<file path="src/inc/opd_pkg.sv">
// Purpose: Shared constants and types for the operand field decoder.
// Assumes: Byte-wide instruction stream, 12-bit register file address space.
// Notes: Escaped working registers are relocated by the register pointer.
package opd_pkg;
  localparam logic [3:0] OPD_ESC_NIBBLE = 4'he;
  localparam logic [7:0] OPD_RST_BYTE = 8'h00;
  localparam logic [15:0] OPD_RST_ADDR = 16'h0000;
  localparam int OPD_POL_POS = 3;
  localparam int OPD_BIT_LSB = 0;
  localparam logic [3:0] OPD_PAIR_MASK = 4'he;
  localparam logic [7:0] OPD_FPAIR_MASK = 8'hfe;

  // Operand kinds; codes 4'h8, 4'h9 and 4'hb are unused and decode as a zero-extended byte, with no E-nibble escape.
  typedef enum logic [3:0] {
    OPD_K_REG = 4'h0,
    OPD_K_WREG = 4'h1,
    OPD_K_IND_WREG = 4'h3,
    OPD_K_IND_REG = 4'h2,
    OPD_K_WPAIR = 4'h6,
    OPD_K_FPAIR = 4'h7,
    OPD_K_EXT = 4'h5,
    OPD_K_IMM = 4'h4,
    OPD_K_BIT = 4'hc,
    OPD_K_REL = 4'hd,
    OPD_K_IDX = 4'hf,
    OPD_K_VEC = 4'he,
    OPD_K_DA = 4'ha
  } opd_kind_e;

  // Byte order choice per opcode.
  typedef enum logic {
    OPD_ORD_SRC_DST = 1'b0,
    OPD_ORD_DST_SRC = 1'b1
  } opd_order_e;
endpackage

</file>
<file path="src/hdl/opd_decoder.sv">
// Purpose: Captures operand bytes of one instruction and decodes source and destination.
// Assumes: Program memory presents one byte per cycle with byte_valid; opcode sets kinds and order.
// Notes: A new instruction starts with start; decoded outputs are registered.
// Notes on behaviour
// [RULE1] Operand bytes come source first unless the opcode selects the other order.
// [RULE2] A plain register byte reaches any location 0 to 255.
// [RULE3] A byte with upper nibble E selects working register by its low nibble.
// [RULE4] Bit number is three bits, position 0 to 7.
// [RULE5] Direct address is a full 16-bit program address.
// [RULE6] Extended register operand is a 12-bit register address.
// [RULE7] Immediate operand is one literal byte, 00 to FF.
// [RULE8] Working pair selects only even pairs 0 to 14.
// [RULE9] Full pair addresses only even locations 00 to FE.
// [RULE10] Relative displacement is signed, added to next instruction address.
// [RULE11] Indexed location is register plus signed byte index.
// [RULE12] Polarity is one bit choosing zero or one.
// [RULE13] Trap vector is an 8-bit value 00 to FF.
// [RULE14] Add writes source plus destination back to the destination.
`timescale 1ns/1ps
module opd_decoder
  import opd_pkg::*;
(
  input wire logic mclk, // System clock.
  input wire logic rst_n, // Synchronous reset, active low.
  input wire logic start, // Pulse: new instruction, clears captured bytes.
  input wire opd_pkg::opd_order_e order, // Object code byte order for this opcode.
  input wire opd_pkg::opd_kind_e src_kind, // Source operand kind.
  input wire opd_pkg::opd_kind_e dst_kind, // Destination operand kind.
  input wire logic [1:0] byte_count, // Operand bytes expected, 1 to 3.
  input wire logic byte_valid, // Operand byte present.
  input wire logic [7:0] byte_in, // Operand byte from program memory.
  input wire logic [7:0] reg_ptr, // Working register group pointer.
  input wire logic [15:0] next_pc, // Address of the following instruction.
  input wire logic [7:0] src_data, // Source value read from register file.
  input wire logic [7:0] dst_data, // Destination value read from register file.
  input wire logic add_en, // Operation is an add.
  output logic done, // Pulse: operand bytes captured; decoded outputs follow one cycle later.
  output logic [15:0] src_out, // Decoded source address or value.
  output logic [15:0] dst_out, // Decoded destination address or value.
  output logic [15:0] target_out, // Relative or indexed effective address.
  output logic wr_en, // Pulse: write result to destination.
  output logic [11:0] wr_addr, // Destination write address.
  output logic [7:0] wr_data // Sum written back.
);
  import opd_pkg::*;

  typedef struct packed {
    logic [7:0] b0;
    logic [7:0] b1;
    logic [7:0] b2;
    logic [1:0] cnt;
    logic busy;
    logic done;
    logic [15:0] src;
    logic [15:0] dst;
    logic [15:0] tgt;
    logic wr;
    logic [11:0] waddr;
    logic [7:0] wdata;
  } opd_state_s;

  opd_state_s st_ff;
  opd_state_s nxt_st;
  logic [15:0] src_map;
  logic [15:0] dst_map;
  logic [7:0] src_a;
  logic [7:0] dst_a;
  logic [7:0] dst_b;
  logic last;

  // Source-first order puts the source in byte 0 and destination after it.
  always_comb begin
    if (order == OPD_ORD_SRC_DST) begin
      src_a = st_ff.b0; // RULE1
      dst_a = st_ff.b1;
      dst_b = st_ff.b2;
    end else begin
      dst_a = st_ff.b0; // RULE1
      dst_b = st_ff.b1;
      src_a = st_ff.b2;
    end
  end

  opd_field_map u_src (
    .kind(src_kind),
    .byte_a(src_a),
    .byte_b(st_ff.b2),
    .reg_ptr(reg_ptr),
    .value(src_map)
  );

  opd_field_map u_dst (
    .kind(dst_kind),
    .byte_a(dst_a),
    .byte_b(dst_b),
    .reg_ptr(reg_ptr),
    .value(dst_map)
  );

  // A byte count of zero is not legal; it ends the instruction on its first byte.
  // Counting stops at three bytes, so a longer count would never finish.
  assign last = st_ff.busy && byte_valid && (st_ff.cnt + 2'h1 >= byte_count);

  always_comb begin
    nxt_st = st_ff;
    nxt_st.done = 1'b0;
    nxt_st.wr = 1'b0;
    if (start) begin
      nxt_st.busy = 1'b1;
      nxt_st.cnt = 2'h0;
      nxt_st.b0 = OPD_RST_BYTE;
      nxt_st.b1 = OPD_RST_BYTE;
      nxt_st.b2 = OPD_RST_BYTE;
    end else if (st_ff.busy && byte_valid) begin
      unique case (st_ff.cnt)
        2'h0: nxt_st.b0 = byte_in;
        2'h1: nxt_st.b1 = byte_in;
        default: nxt_st.b2 = byte_in;
      endcase
      nxt_st.cnt = st_ff.cnt + 2'h1;
      if (last) begin
        nxt_st.busy = 1'b0;
        nxt_st.done = 1'b1;
      end
    end
    // Decoding happens one cycle after the last byte so all bytes are settled.
    if (st_ff.done) begin
      nxt_st.src = src_map;
      nxt_st.dst = dst_map;
      if (src_kind == OPD_K_REL) begin
        nxt_st.tgt = next_pc + src_map; // RULE10
      end else if (src_kind == OPD_K_IDX) begin
        nxt_st.tgt = dst_map + src_map; // RULE11
      end else begin
        nxt_st.tgt = OPD_RST_ADDR;
      end
      // Operand values are read back in the same cycle from the register file.
      if (add_en) begin
        nxt_st.wr = 1'b1;
        nxt_st.waddr = dst_map[11:0]; // RULE14
        nxt_st.wdata = src_data + dst_data; // RULE14
      end
    end
    if (!rst_n) begin
      nxt_st = '0;
    end
  end

  always_ff @(posedge mclk) begin
    st_ff <= nxt_st;
  end

  assign done = st_ff.done;
  assign src_out = st_ff.src;
  assign dst_out = st_ff.dst;
  assign target_out = st_ff.tgt;
  assign wr_en = st_ff.wr;
  assign wr_addr = st_ff.waddr;
  assign wr_data = st_ff.wdata;

  a_add_writeback: assert property (@(posedge mclk) disable iff (!rst_n) // RULE14
    $rose(st_ff.done) && add_en |=> wr_en && wr_data == $past(src_data) + $past(dst_data))
    else $error("add result not written back");
  a_rel_target: assert property (@(posedge mclk) disable iff (!rst_n) // RULE10
    st_ff.done && src_kind == OPD_K_REL |=> target_out == $past(next_pc) + $past(src_map))
    else $error("relative target wrong");
  a_idx_target: assert property (@(posedge mclk) disable iff (!rst_n) // RULE11
    st_ff.done && src_kind == OPD_K_IDX |=> target_out == $past(dst_map) + $past(src_map))
    else $error("indexed target wrong");
  a_wpair_even: assert property (@(posedge mclk) disable iff (!rst_n) // RULE8
    dst_kind == OPD_K_WPAIR |-> dst_map[0] == 1'b0)
    else $error("working pair odd");
  a_fpair_even: assert property (@(posedge mclk) disable iff (!rst_n) // RULE9
    dst_kind == OPD_K_FPAIR |-> dst_map[15:8] == 8'h00 && dst_map[0] == 1'b0)
    else $error("full pair odd");
  a_escape_wreg: assert property (@(posedge mclk) disable iff (!rst_n) // RULE3
    src_kind == OPD_K_REG && src_a[7:4] == OPD_ESC_NIBBLE |-> src_map[3:0] == src_a[3:0]
    && src_map[11:4] == reg_ptr)
    else $error("escaped register wrong");
  a_ext_range: assert property (@(posedge mclk) disable iff (!rst_n) // RULE6
    dst_kind == OPD_K_EXT |-> dst_map[15:12] == 4'h0)
    else $error("extended address too wide");
  a_done_pulse: assert property (@(posedge mclk) disable iff (!rst_n) // RULE1
    done |=> !done)
    else $error("done longer than one cycle");
  a_da_full: assert property (@(posedge mclk) disable iff (!rst_n) // RULE5
    dst_kind == OPD_K_DA |-> dst_map == {dst_a, dst_b})
    else $error("direct address wrong");
  // Reset must leave no stale write strobe behind, or a half-decoded add could land after it.
  a_reset_quiet: assert property (@(posedge mclk) // RULE14
    !rst_n |=> !done && !wr_en && src_out == 16'h0000 && dst_out == 16'h0000)
    else $error("outputs not cleared by reset");
  a_wr_after_done: assert property (@(posedge mclk) disable iff (!rst_n) // RULE14
    wr_en |-> $past(st_ff.done) && $past(add_en))
    else $error("write back without a decoded add");
  a_plain_reg: assert property (@(posedge mclk) disable iff (!rst_n) // RULE2
    src_kind == OPD_K_REG && src_a[7:4] != OPD_ESC_NIBBLE |-> src_map == {8'h00, src_a})
    else $error("plain register wrong");
  a_imm_byte: assert property (@(posedge mclk) disable iff (!rst_n) // RULE7
    src_kind == OPD_K_IMM |-> src_map == {8'h00, src_a})
    else $error("immediate byte wrong");
  a_vec_byte: assert property (@(posedge mclk) disable iff (!rst_n) // RULE13
    src_kind == OPD_K_VEC |-> src_map == {8'h00, src_a})
    else $error("trap vector wrong");
  a_bit_number: assert property (@(posedge mclk) disable iff (!rst_n) // RULE4
    src_kind == OPD_K_BIT |-> src_map[15:4] == 12'h000 && src_map[2:0] == src_a[2:0])
    else $error("bit number wrong");
  a_polarity_bit: assert property (@(posedge mclk) disable iff (!rst_n) // RULE12
    src_kind == OPD_K_BIT |-> src_map[3] == src_a[OPD_POL_POS])
    else $error("polarity bit wrong");
  a_wreg_group: assert property (@(posedge mclk) disable iff (!rst_n) // RULE3
    dst_kind == OPD_K_WREG |-> dst_map == {4'h0, reg_ptr, dst_a[3:0]})
    else $error("working register wrong");
  a_order_swap: assert property (@(posedge mclk) disable iff (!rst_n) // RULE1
    order == OPD_ORD_DST_SRC |-> dst_a == st_ff.b0 && dst_b == st_ff.b1 && src_a == st_ff.b2)
    else $error("destination first order wrong");

  c_add: cover property (@(posedge mclk) wr_en);
  c_rel: cover property (@(posedge mclk) done && src_kind == OPD_K_REL);
  c_dst_first: cover property (@(posedge mclk) done && order == OPD_ORD_DST_SRC);
  c_wpair: cover property (@(posedge mclk) done && dst_kind == OPD_K_WPAIR);
  c_ext: cover property (@(posedge mclk) done && dst_kind == OPD_K_EXT);
endmodule // opd_decoder

</file>
<file path="src/hdl/opd_field_map.sv">
// Purpose: Maps one operand byte (or byte pair) to a register file address or value.
// Assumes: Combinational; register pointer supplies the working register group.
// Notes: Used once per operand slot by the decoder.
`timescale 1ns/1ps
module opd_field_map
  import opd_pkg::*;
(
  input wire opd_pkg::opd_kind_e kind, // Operand kind.
  input wire logic [7:0] byte_a, // First operand byte.
  input wire logic [7:0] byte_b, // Second byte, used by wide kinds.
  input wire logic [7:0] reg_ptr, // Working register group pointer.
  output logic [15:0] value // Decoded address or value.
);
  import opd_pkg::*;

  always_comb begin
    value = {8'h00, byte_a};
    unique case (kind)
      OPD_K_REG, OPD_K_IND_REG: begin
        if (byte_a[7:4] == OPD_ESC_NIBBLE) begin
          value = {4'h0, reg_ptr, byte_a[3:0]}; // RULE3
        end else begin
          value = {8'h00, byte_a}; // RULE2
        end
      end
      OPD_K_WREG, OPD_K_IND_WREG: value = {4'h0, reg_ptr, byte_a[3:0]}; // RULE3
      OPD_K_WPAIR: value = {4'h0, reg_ptr, byte_a[3:0] & OPD_PAIR_MASK}; // RULE8
      OPD_K_FPAIR: value = {8'h00, byte_a & OPD_FPAIR_MASK}; // RULE9
      OPD_K_EXT: value = {4'h0, byte_a[3:0], byte_b}; // RULE6
      OPD_K_IMM: value = {8'h00, byte_a}; // RULE7
      OPD_K_VEC: value = {8'h00, byte_a}; // RULE13
      OPD_K_DA: value = {byte_a, byte_b}; // RULE5
      OPD_K_BIT: value = {12'h000, byte_a[OPD_POL_POS], byte_a[OPD_BIT_LSB +: 3]}; // RULE4 RULE12
      OPD_K_REL, OPD_K_IDX: value = {{8{byte_a[7]}}, byte_a};
      // Codes with no kind assigned fall back to a plain register byte rather than an unknown address.
      default: value = {8'h00, byte_a};
    endcase
  end
endmodule // opd_field_map

</file>
<file path="config.mk">
export PLATFORM = sky130hd
export DESIGN_NAME = opd_decoder
export DESIGN_NICKNAME = d
export VERILOG_FILES = /design/src/inc/opd_pkg.sv /design/src/hdl/opd_decoder.sv /design/src/hdl/opd_field_map.sv
export SDC_FILE = /design/constraint.sdc
export NUM_CORES = 1
export LEC_CHECK = 0
export ABC_CLOCK_PERIOD_IN_PS = 3310
export BUFFER_PORTS_ARGS = -buffer_cell sky130_fd_sc_hd__buf_4
export CORE_AREA = 5 5 125 127
export DETAILED_ROUTE_END_ITERATION = 8
export DIE_AREA = 0 0 130 132
export GPL_ROUTABILITY_DRIVEN = 0
export PLACE_DENSITY = 0.84
export SLEW_MARGIN = 0
export SYNTH_ARGS = -nofsm -noshare
export SYNTH_HDL_FRONTEND = slang
export SYNTH_SLANG_ARGS = --single-unit
</file>
<file path="constraint.sdc">
create_clock -name mclk -period 3.31 [get_ports mclk]
set_input_delay 0.4965 -clock mclk [delete_from_list [all_inputs] [get_ports mclk]]
set_output_delay 0.4965 -clock mclk [all_outputs]
set_load 0.005 [all_outputs]
</file>
==> impl_metrics.py, run 1 <==
metrics = {
    "route": {
        "post_drt_wl_per_cell_um": 18.7,
        "finalWirelength_um": 23000,
        "drtAntennaViolNets": 0,
        "drt-pass1-iter-count": 5,
        "vias_per_cell": 5.92,
        "drc": 0,
        "drt_iter0_drc": 639,
        "num_vias": 7294,
    },
    "flow_run": {
        "cap_violations": 0,
    },
    "grt": {
        "antenna_found_initial": 0,
        "grt_max_degree": 50,
        "grt_pass1_vias": 6868,
        "grt_pass1_wl_um": 34900,
        "grt.overflow.total": 0,
        "grt_util_all_layers_pct": 25.6,
    },
    "clock_network": {
        "htreeDepth": 3,
        "worstSkewPairLatency_ns": 0.36,
        "cts_buffer_depth": 2,
        "cts_tree": "built",
        "clk_pin_slew_ns": 0.07,
        "clk_root_buffer_cell": "clkbuf_16",
        "cts.sinks": 97,
        "cts_buffers": 9,
    },
    "synthesis": {
        "synthFlopType": "dfxtp_1",
        "syn_area_sq_um": 7080,
        "synth_edf_count": 0,
        "ys_seq_area_share_pct": 27.4,
        "yosysWarnings": 0,
        "ys_ff_latch": 97,
        "yosys.cell_types.count": 76,
        "syn_nets": 971,
        "synth_cells": 863,
        "syn_area_per_cell_sq_um": 8.20,
        "ys_async_sr_fraction_pct": 0,
    },
    "pwr": {
        "vdd_drop_max_mv": 0.408,
        "powerDensity_nw_per_um2": 308,
        "leakagePower_nw": 4.26,
    },
    "critical_path": {
        "end_kind": "register",
        "critPathRequiredTime_ns": 3.53,
        "r2r_end": "target_out[15]$_SDFFE_PN0P_",
        "r2r_cells": 13,
        "worst_ep_arrival_time_ns": 3.50,
        "worstPathCellList": "and4b_2, mux2i_4, o21ai_2, nand3_2, a222oi_1, inv_1, ha_4, and2_4, a221oi_4, a21oi_1, a211oi_2, nand3b_1, a41oi_2",
        "worst-path-buf-inv": 1,
        "max_stage_delay_ns": 0.41,
        "rrSetupSlack_ns": 0.03,
        "reg2reg_from": "st_ff[93]$_SDFFE_PP0P_",
        "critPathTopFamily": "compound AO/OA/AOI/OAI gates",
        "cp-start-kind": "register",
        "worstSetupPathType": "reg -> reg",
        "cp_max_fo": 4,
        "crit_slowest_cell": "a222oi_1",
    },
    "floorplan": {
        "start_util_pct": 49.4,
        "ios": 134,
        "die_h_um": 132,
        "row_count": 44,
        "die_x_um": 130,
        "dieArea_sq_um": 17200,
        "core_area_sq_um": 14300,
    },
    "timing": {
        "fmax_ghz": 0.305,
        "layout_min_cycle_time_ns": 3.28,
        "tightest_slew_ns": 1.05,
        "slew_viol_final": 0,
        "clock_skew_ns": 0.00744,
        "setup_viol": 0,
        "tns_ns": 0,
        "max_slew_margin_pct": 30.1,
        "rsz0062_at_grt": "yes",
        "min_period_over_period_pct": 99.1,
        "finalHoldViolCount": 0,
    },
    "worst_hold_path": {
        "hold_end": "st_ff[70]$_SDFFE_PN0P_",
        "min_path_type": "in -> reg",
        "holdPathStages": 3,
        "min_from": "start",
    },
    "finish": {
        "stdcell_count": 1232,
        "fin_util_pct": 64.9,
        "nNetsFinal": 1151,
        "diodes": 0,
        "n_fill_cell": 1124,
        "drive_gt1_share_pct": 35.6,
        "final_common_cell": "buf_4",
        "syn2layout_area_growth_pct": 31.2,
        "final_cell_mix": "buf_4 (279), dfxtp_1 (94), nor2_1 (92), nand2_1 (68), a21oi_1 (59)",
    },
    "placement": {
        "dp.cells": 1210,
        "dp_hpwl_um": 17500,
        "numPortBuffers": 133,
    },
    "run_status": {
        "status": "complete, no violations",
    },
}
tightest hold or removal path, delay by kind of cell:
family	cells	cell delay, ns
buffers and inverters	1	0.08
AOI/OAI and AO/OA	1	0.03
and+or+nand+nor	1	0.06
registers in the layout, indices dropped and copies added, names as in the netlist:
name / cells
done: 1
dst_out: 16
src_out: 16
st_ff: 27
target_out: 16
wr_addr: 12
wr_data: 8
wr_en: 1
worst max-delay path by stage:
| stage | start | endpoint | depth (start not counted) |
|---|---|---|---|
| 6_report | st_ff[93]$_SDFFE_PP0P_ | target_out[15]$_SDFFE_PN0P_ | 13 |
| 5_1_grt | st_ff[93]$_SDFFE_PP0P_ | target_out[15]$_SDFFE_PN0P_ | 13 |
| 4_1_cts | st_ff[93]$_SDFFE_PP0P_ | target_out[12]$_SDFFE_PN0P_ | 13 |
| 3_5_place_dp | dst_kind[0] | target_out[15]$_SDFFE_PN0P_ | 15 |
| 3_3_place_gp | order | target_out[15]$_SDFFE_PN0P_ | 14 |
| 2_1_floorplan | src_kind[0] | target_out[12]$_SDFFE_PN0P_ | 13 |
cell families after synthesis:
logic type / count (synthesis) / share of synthesized area, %
simple gates: 249 / 16.8
compound gates: 245 / 23.7
buf+inv: 143 / 11.7
flops: 97 / 27.4
mux: 65 / 9.73
fa+ha+maj: 44 / 8.10
xor+xnor: 20 / 2.48
where the power goes:
part           internal [W]  leakage (nW)  switching [W]
Clock              0.000624         0.155       0.000460
Combinational      0.000285          3.32       0.000309
Sequential          0.00118         0.784     0.00000817
synthesized netlist by cell type (all sizes together), types with 3 or more instances:
cell	count	area [sq um]
a221oi	13	138
nor2	92	345
mux2	18	214
o31a	3	26.3
buf	89	624
dfxtp	97	1940
xor2	6	52.6
nor2b	3	18.8
inv	29	109
fa	3	60.1
and2	7	46.3
o22ai	5	31.3
o21bai	4	30.0
o211a	6	60.1
nand2b	8	50.1
or2	5	31.3
a21o	15	113
xnor2	14	123
nand3	17	95.1
mux2i	47	474
o211ai	5	37.5
nor3	13	75.1
and3	7	43.8
and4	3	26.3
nand2	68	255
or3	4	25.0
and4b	3	30.0
ha	41	513
o221ai	3	26.3
nor3b	7	52.6
a2111oi	4	53.8
a221o	7	70.1
a21oi	60	300
o31ai	3	32.5
a211oi	28	210
clkbuf	23	86.3
a31oi	8	50.1
nand3b	3	22.5
a41oi	5	58.8
or4	3	22.5
o21ai	58	290
per-stage QoR:
step           instance area [sq um]  setup slack, ns  hold WS, ns  power (W)
4_1_cts                         9070          0.00539        0.337    0.00284
5_1_grt                         9290           -0.139        0.378    0.00297
6_report                        9290           0.0297        0.348    0.00286
2_1_floorplan                   7110           0.0110        0.432    0.00151
3_5_place_dp                    8700           -0.287        0.450    0.00175
3_3_place_gp                    8700           -0.186        0.439    0.00174
what timing repair did:
action,4_1_cts,5_1_grt
endpoints found under the setup margin,4,11
pin swaps,0,24
hold buffers,0,0
resized for setup,5,41
setup buffers,3,3
layout make-up:
class	instances	area, sq um	area share, %
multi-input cells	623	4560	49.1
repair buffers	281	2130	22.9
flip-flops and latches	97	1950	21.0
clock buffers	11	253	2.72
well taps	184	230	2.48
inverters	31	116	1.25
clock inverters	5	53.8	0.579
layer usage:
metal,routed length [um],global-route usage (%),vias up
met2,11000,42.6,391
met4,1210,12.0,0
met1,8770,31.2,3362
met3,2010,5.19,115
li1,-,-,3426
met5,0,0,-
No activity file was read; power rests on OpenSTA's default activity.
==> inputs of run 2 (changes only) <==
- CORE_AREA: 5 5 125 127 -> 5 5 132 121
- DIE_AREA: 0 0 130 132 -> 0 0 137 126
- PLACE_DENSITY: 0.84 -> default
- PLACE_DENSITY_LB_ADDON: default -> 0.3
==> impl_metrics.py, run 2 (same netlist as run 1, synthesis figures left out) <==
metrics = {
    "grt": {
        "grt_util_all_layers_pct": 26.2,
        "grt_max_degree": 32,
        "grt_pass1_vias": 6986,
        "grt_pass1_wl_um": 35800,
        "antenna_found_initial": 0,
        "grt.overflow.total": 0,
    },
    "finish": {
        "largest_reg_flops": 27,
        "regMostFlops": "st_ff",
        "syn2layout_area_growth_pct": 32.4,
        "diodes": 0,
        "final_cell_mix": "buf_4 (295), nor2_1 (92), dfxtp_1 (92), nand2_1 (68), a21oi_1 (58)",
        "nNetsFinal": 1167,
        "drive_gt1_share_pct": 36.0,
        "final_common_cell": "buf_4",
        "n_fill_cell": 1272,
        "fin_util_pct": 64.8,
    },
    "floorplan": {
        "ios": 134,
        "die_h_um": 126,
        "start_util_pct": 49.0,
        "row_count": 42,
        "dieArea_sq_um": 17300,
        "core_area_sq_um": 14500,
        "die_x_um": 137,
    },
    "worst_hold_path": {
        "min_path_type": "in -> reg",
        "holdPathStages": 3,
    },
    "route": {
        "finalWirelength_um": 23000,
        "vias_per_cell": 5.64,
        "drtAntennaViolNets": 0,
        "num_vias": 7121,
        "drc": 0,
        "drt_iter0_drc": 474,
        "post_drt_wl_per_cell_um": 18.2,
        "drt-pass1-iter-count": 5,
    },
    "timing": {
        "setup_viol": 0,
        "slew_viol_final": 0,
        "rsz0062_at_grt": "yes",
        "clock_skew_ns": 0.00551,
        "setup_slack_ns": 0.0688,
        "tightest_slew_ns": 1.01,
        "max_slew_margin_pct": 32.9,
        "layout_min_cycle_time_ns": 3.24,
        "tns_ns": 0,
        "holdWs_ns": 0.350,
        "min_period_over_period_pct": 97.9,
        "finalHoldViolCount": 0,
        "fmax_ghz": 0.309,
    },
    "placement": {
        "numPortBuffers": 133,
        "dp_hpwl_um": 18000,
        "dp_worst_setup_slack_ns": -0.417,
    },
    "critical_path": {
        "worstSetupPathType": "reg -> reg",
        "r2r_cells": 13,
        "rrSetupSlack_ns": 0.07,
        "critPathRequiredTime_ns": 3.62,
        "cp-start-kind": "register",
        "cp_max_fo": 4,
        "worst_ep_arrival_time_ns": 3.55,
        "end_kind": "register",
    },
    "pwr": {
        "finalPower_w": 0.00285,
        "vdd_drop_max_mv": 0.265,
        "leakagePower_nw": 4.32,
        "powerDensity_nw_per_um2": 304,
    },
    "clock_network": {
        "clk_root_buffer_cell": "clkbuf_16",
        "postCtsSetupBuffers": 0,
        "worstSkewPairLatency_ns": 0.36,
        "postCtsHoldBufs": 0,
        "cts_tree": "built",
        "clk_pin_slew_ns": 0.07,
        "cts_buffers": 9,
        "cts.sinks": 97,
        "cts_buffer_depth": 2,
        "htreeDepth": 3,
    },
    "run_status": {
        "status": "complete, no violations",
    },
    "flow_run": {
        "cap_violations": 0,
    },
}
-- run 2: cell count changes in the layout (fill, tap and decap cells not counted), moves of 2 or more --
cell      previous run  this run
a221oi_2             5         2
a211oi_2             1         3
dfxtp_2              3         5
buf_4              279       295
a221oi_1             6        10
dfxtp_1             94        92
inv_6                0         2
clkbuf_8             2         0
o21ai_2              6         4
-- run 2: final timing paths --
check / start / to
max reg2reg: st_ff[93]$_SDFFE_PP0P_ / target_out[13]$_SDFFE_PN0P_
min: start / st_ff[70]$_SDFFE_PN0P_
min reg2reg: wr_data[3]$_SDFFE_PN0P_ / wr_data[3]$_SDFFE_PN0P_
max: st_ff[93]$_SDFFE_PP0P_ / target_out[13]$_SDFFE_PN0P_
-- run 2: what timing repair did --
action	CTS	global route
setup endpoints to repair	3	11
cloned	0	0
pin swaps	1	16
gates resized for setup	3	37
-- run 2: layer usage --
| layer | routed length, um | vias up | track usage, % |
|---|---|---|---|
| li1 | - | 3457 | - |
| met4 | 1040 | 0 | 11.9 |
| met5 | 0 | - | 0 |
| met3 | 1460 | 74 | 4.74 |
| met1 | 9750 | 3307 | 34.1 |
| met2 | 10700 | 283 | 42.0 |
-- run 2: layout make-up --
| class | count | area, sq um | share of cell area [%] |
|---|---|---|---|
| Timing Repair Buffer | 297 | 2250 | 24.0 |
| Sequential cell | 97 | 1950 | 20.8 |
| Tap cell | 198 | 248 | 2.64 |
| Inverter | 31 | 116 | 1.24 |
| Clock inverter | 6 | 66.3 | 0.708 |
| Multi-Input combinational cell | 623 | 4520 | 48.2 |
| Clock buffer | 10 | 229 | 2.44 |
-- run 2: per-stage QoR --
step / area (sq um) / instances
6_report: 9370 / 1262
4_1_cts: 9190 / 1262
3_3_place_gp: 8890 / 1246
5_1_grt: 9370 / 1262
3_5_place_dp: 8890 / 1246
2_1_floorplan: 7110 / 863
-- run 2: worst max-delay path, stage by stage, from the launching register on --
cell and delay, ns:
dfxtp_2 0.32, and4b_1 0.29, mux2i_2 0.11, o21ai_1 0.14, nand3_1 0.11, a222oi_1 0.42
inv_1 0.17, ha_4 0.26, and2_4 0.15, a221oi_4 0.39, a2111oi_4 0.14, o211a_1 0.25
or3_1 0.36, nand3_1 0.09
-- run 2: power by group --
| group | leakage (nW) | switching, W | internal [W] |
|---|---|---|---|
| Sequential | 0.785 | 0.00000959 | 0.00118 |
| Clock | 0.147 | 0.000481 | 0.000590 |
| Combinational | 3.39 | 0.000302 | 0.000290 |
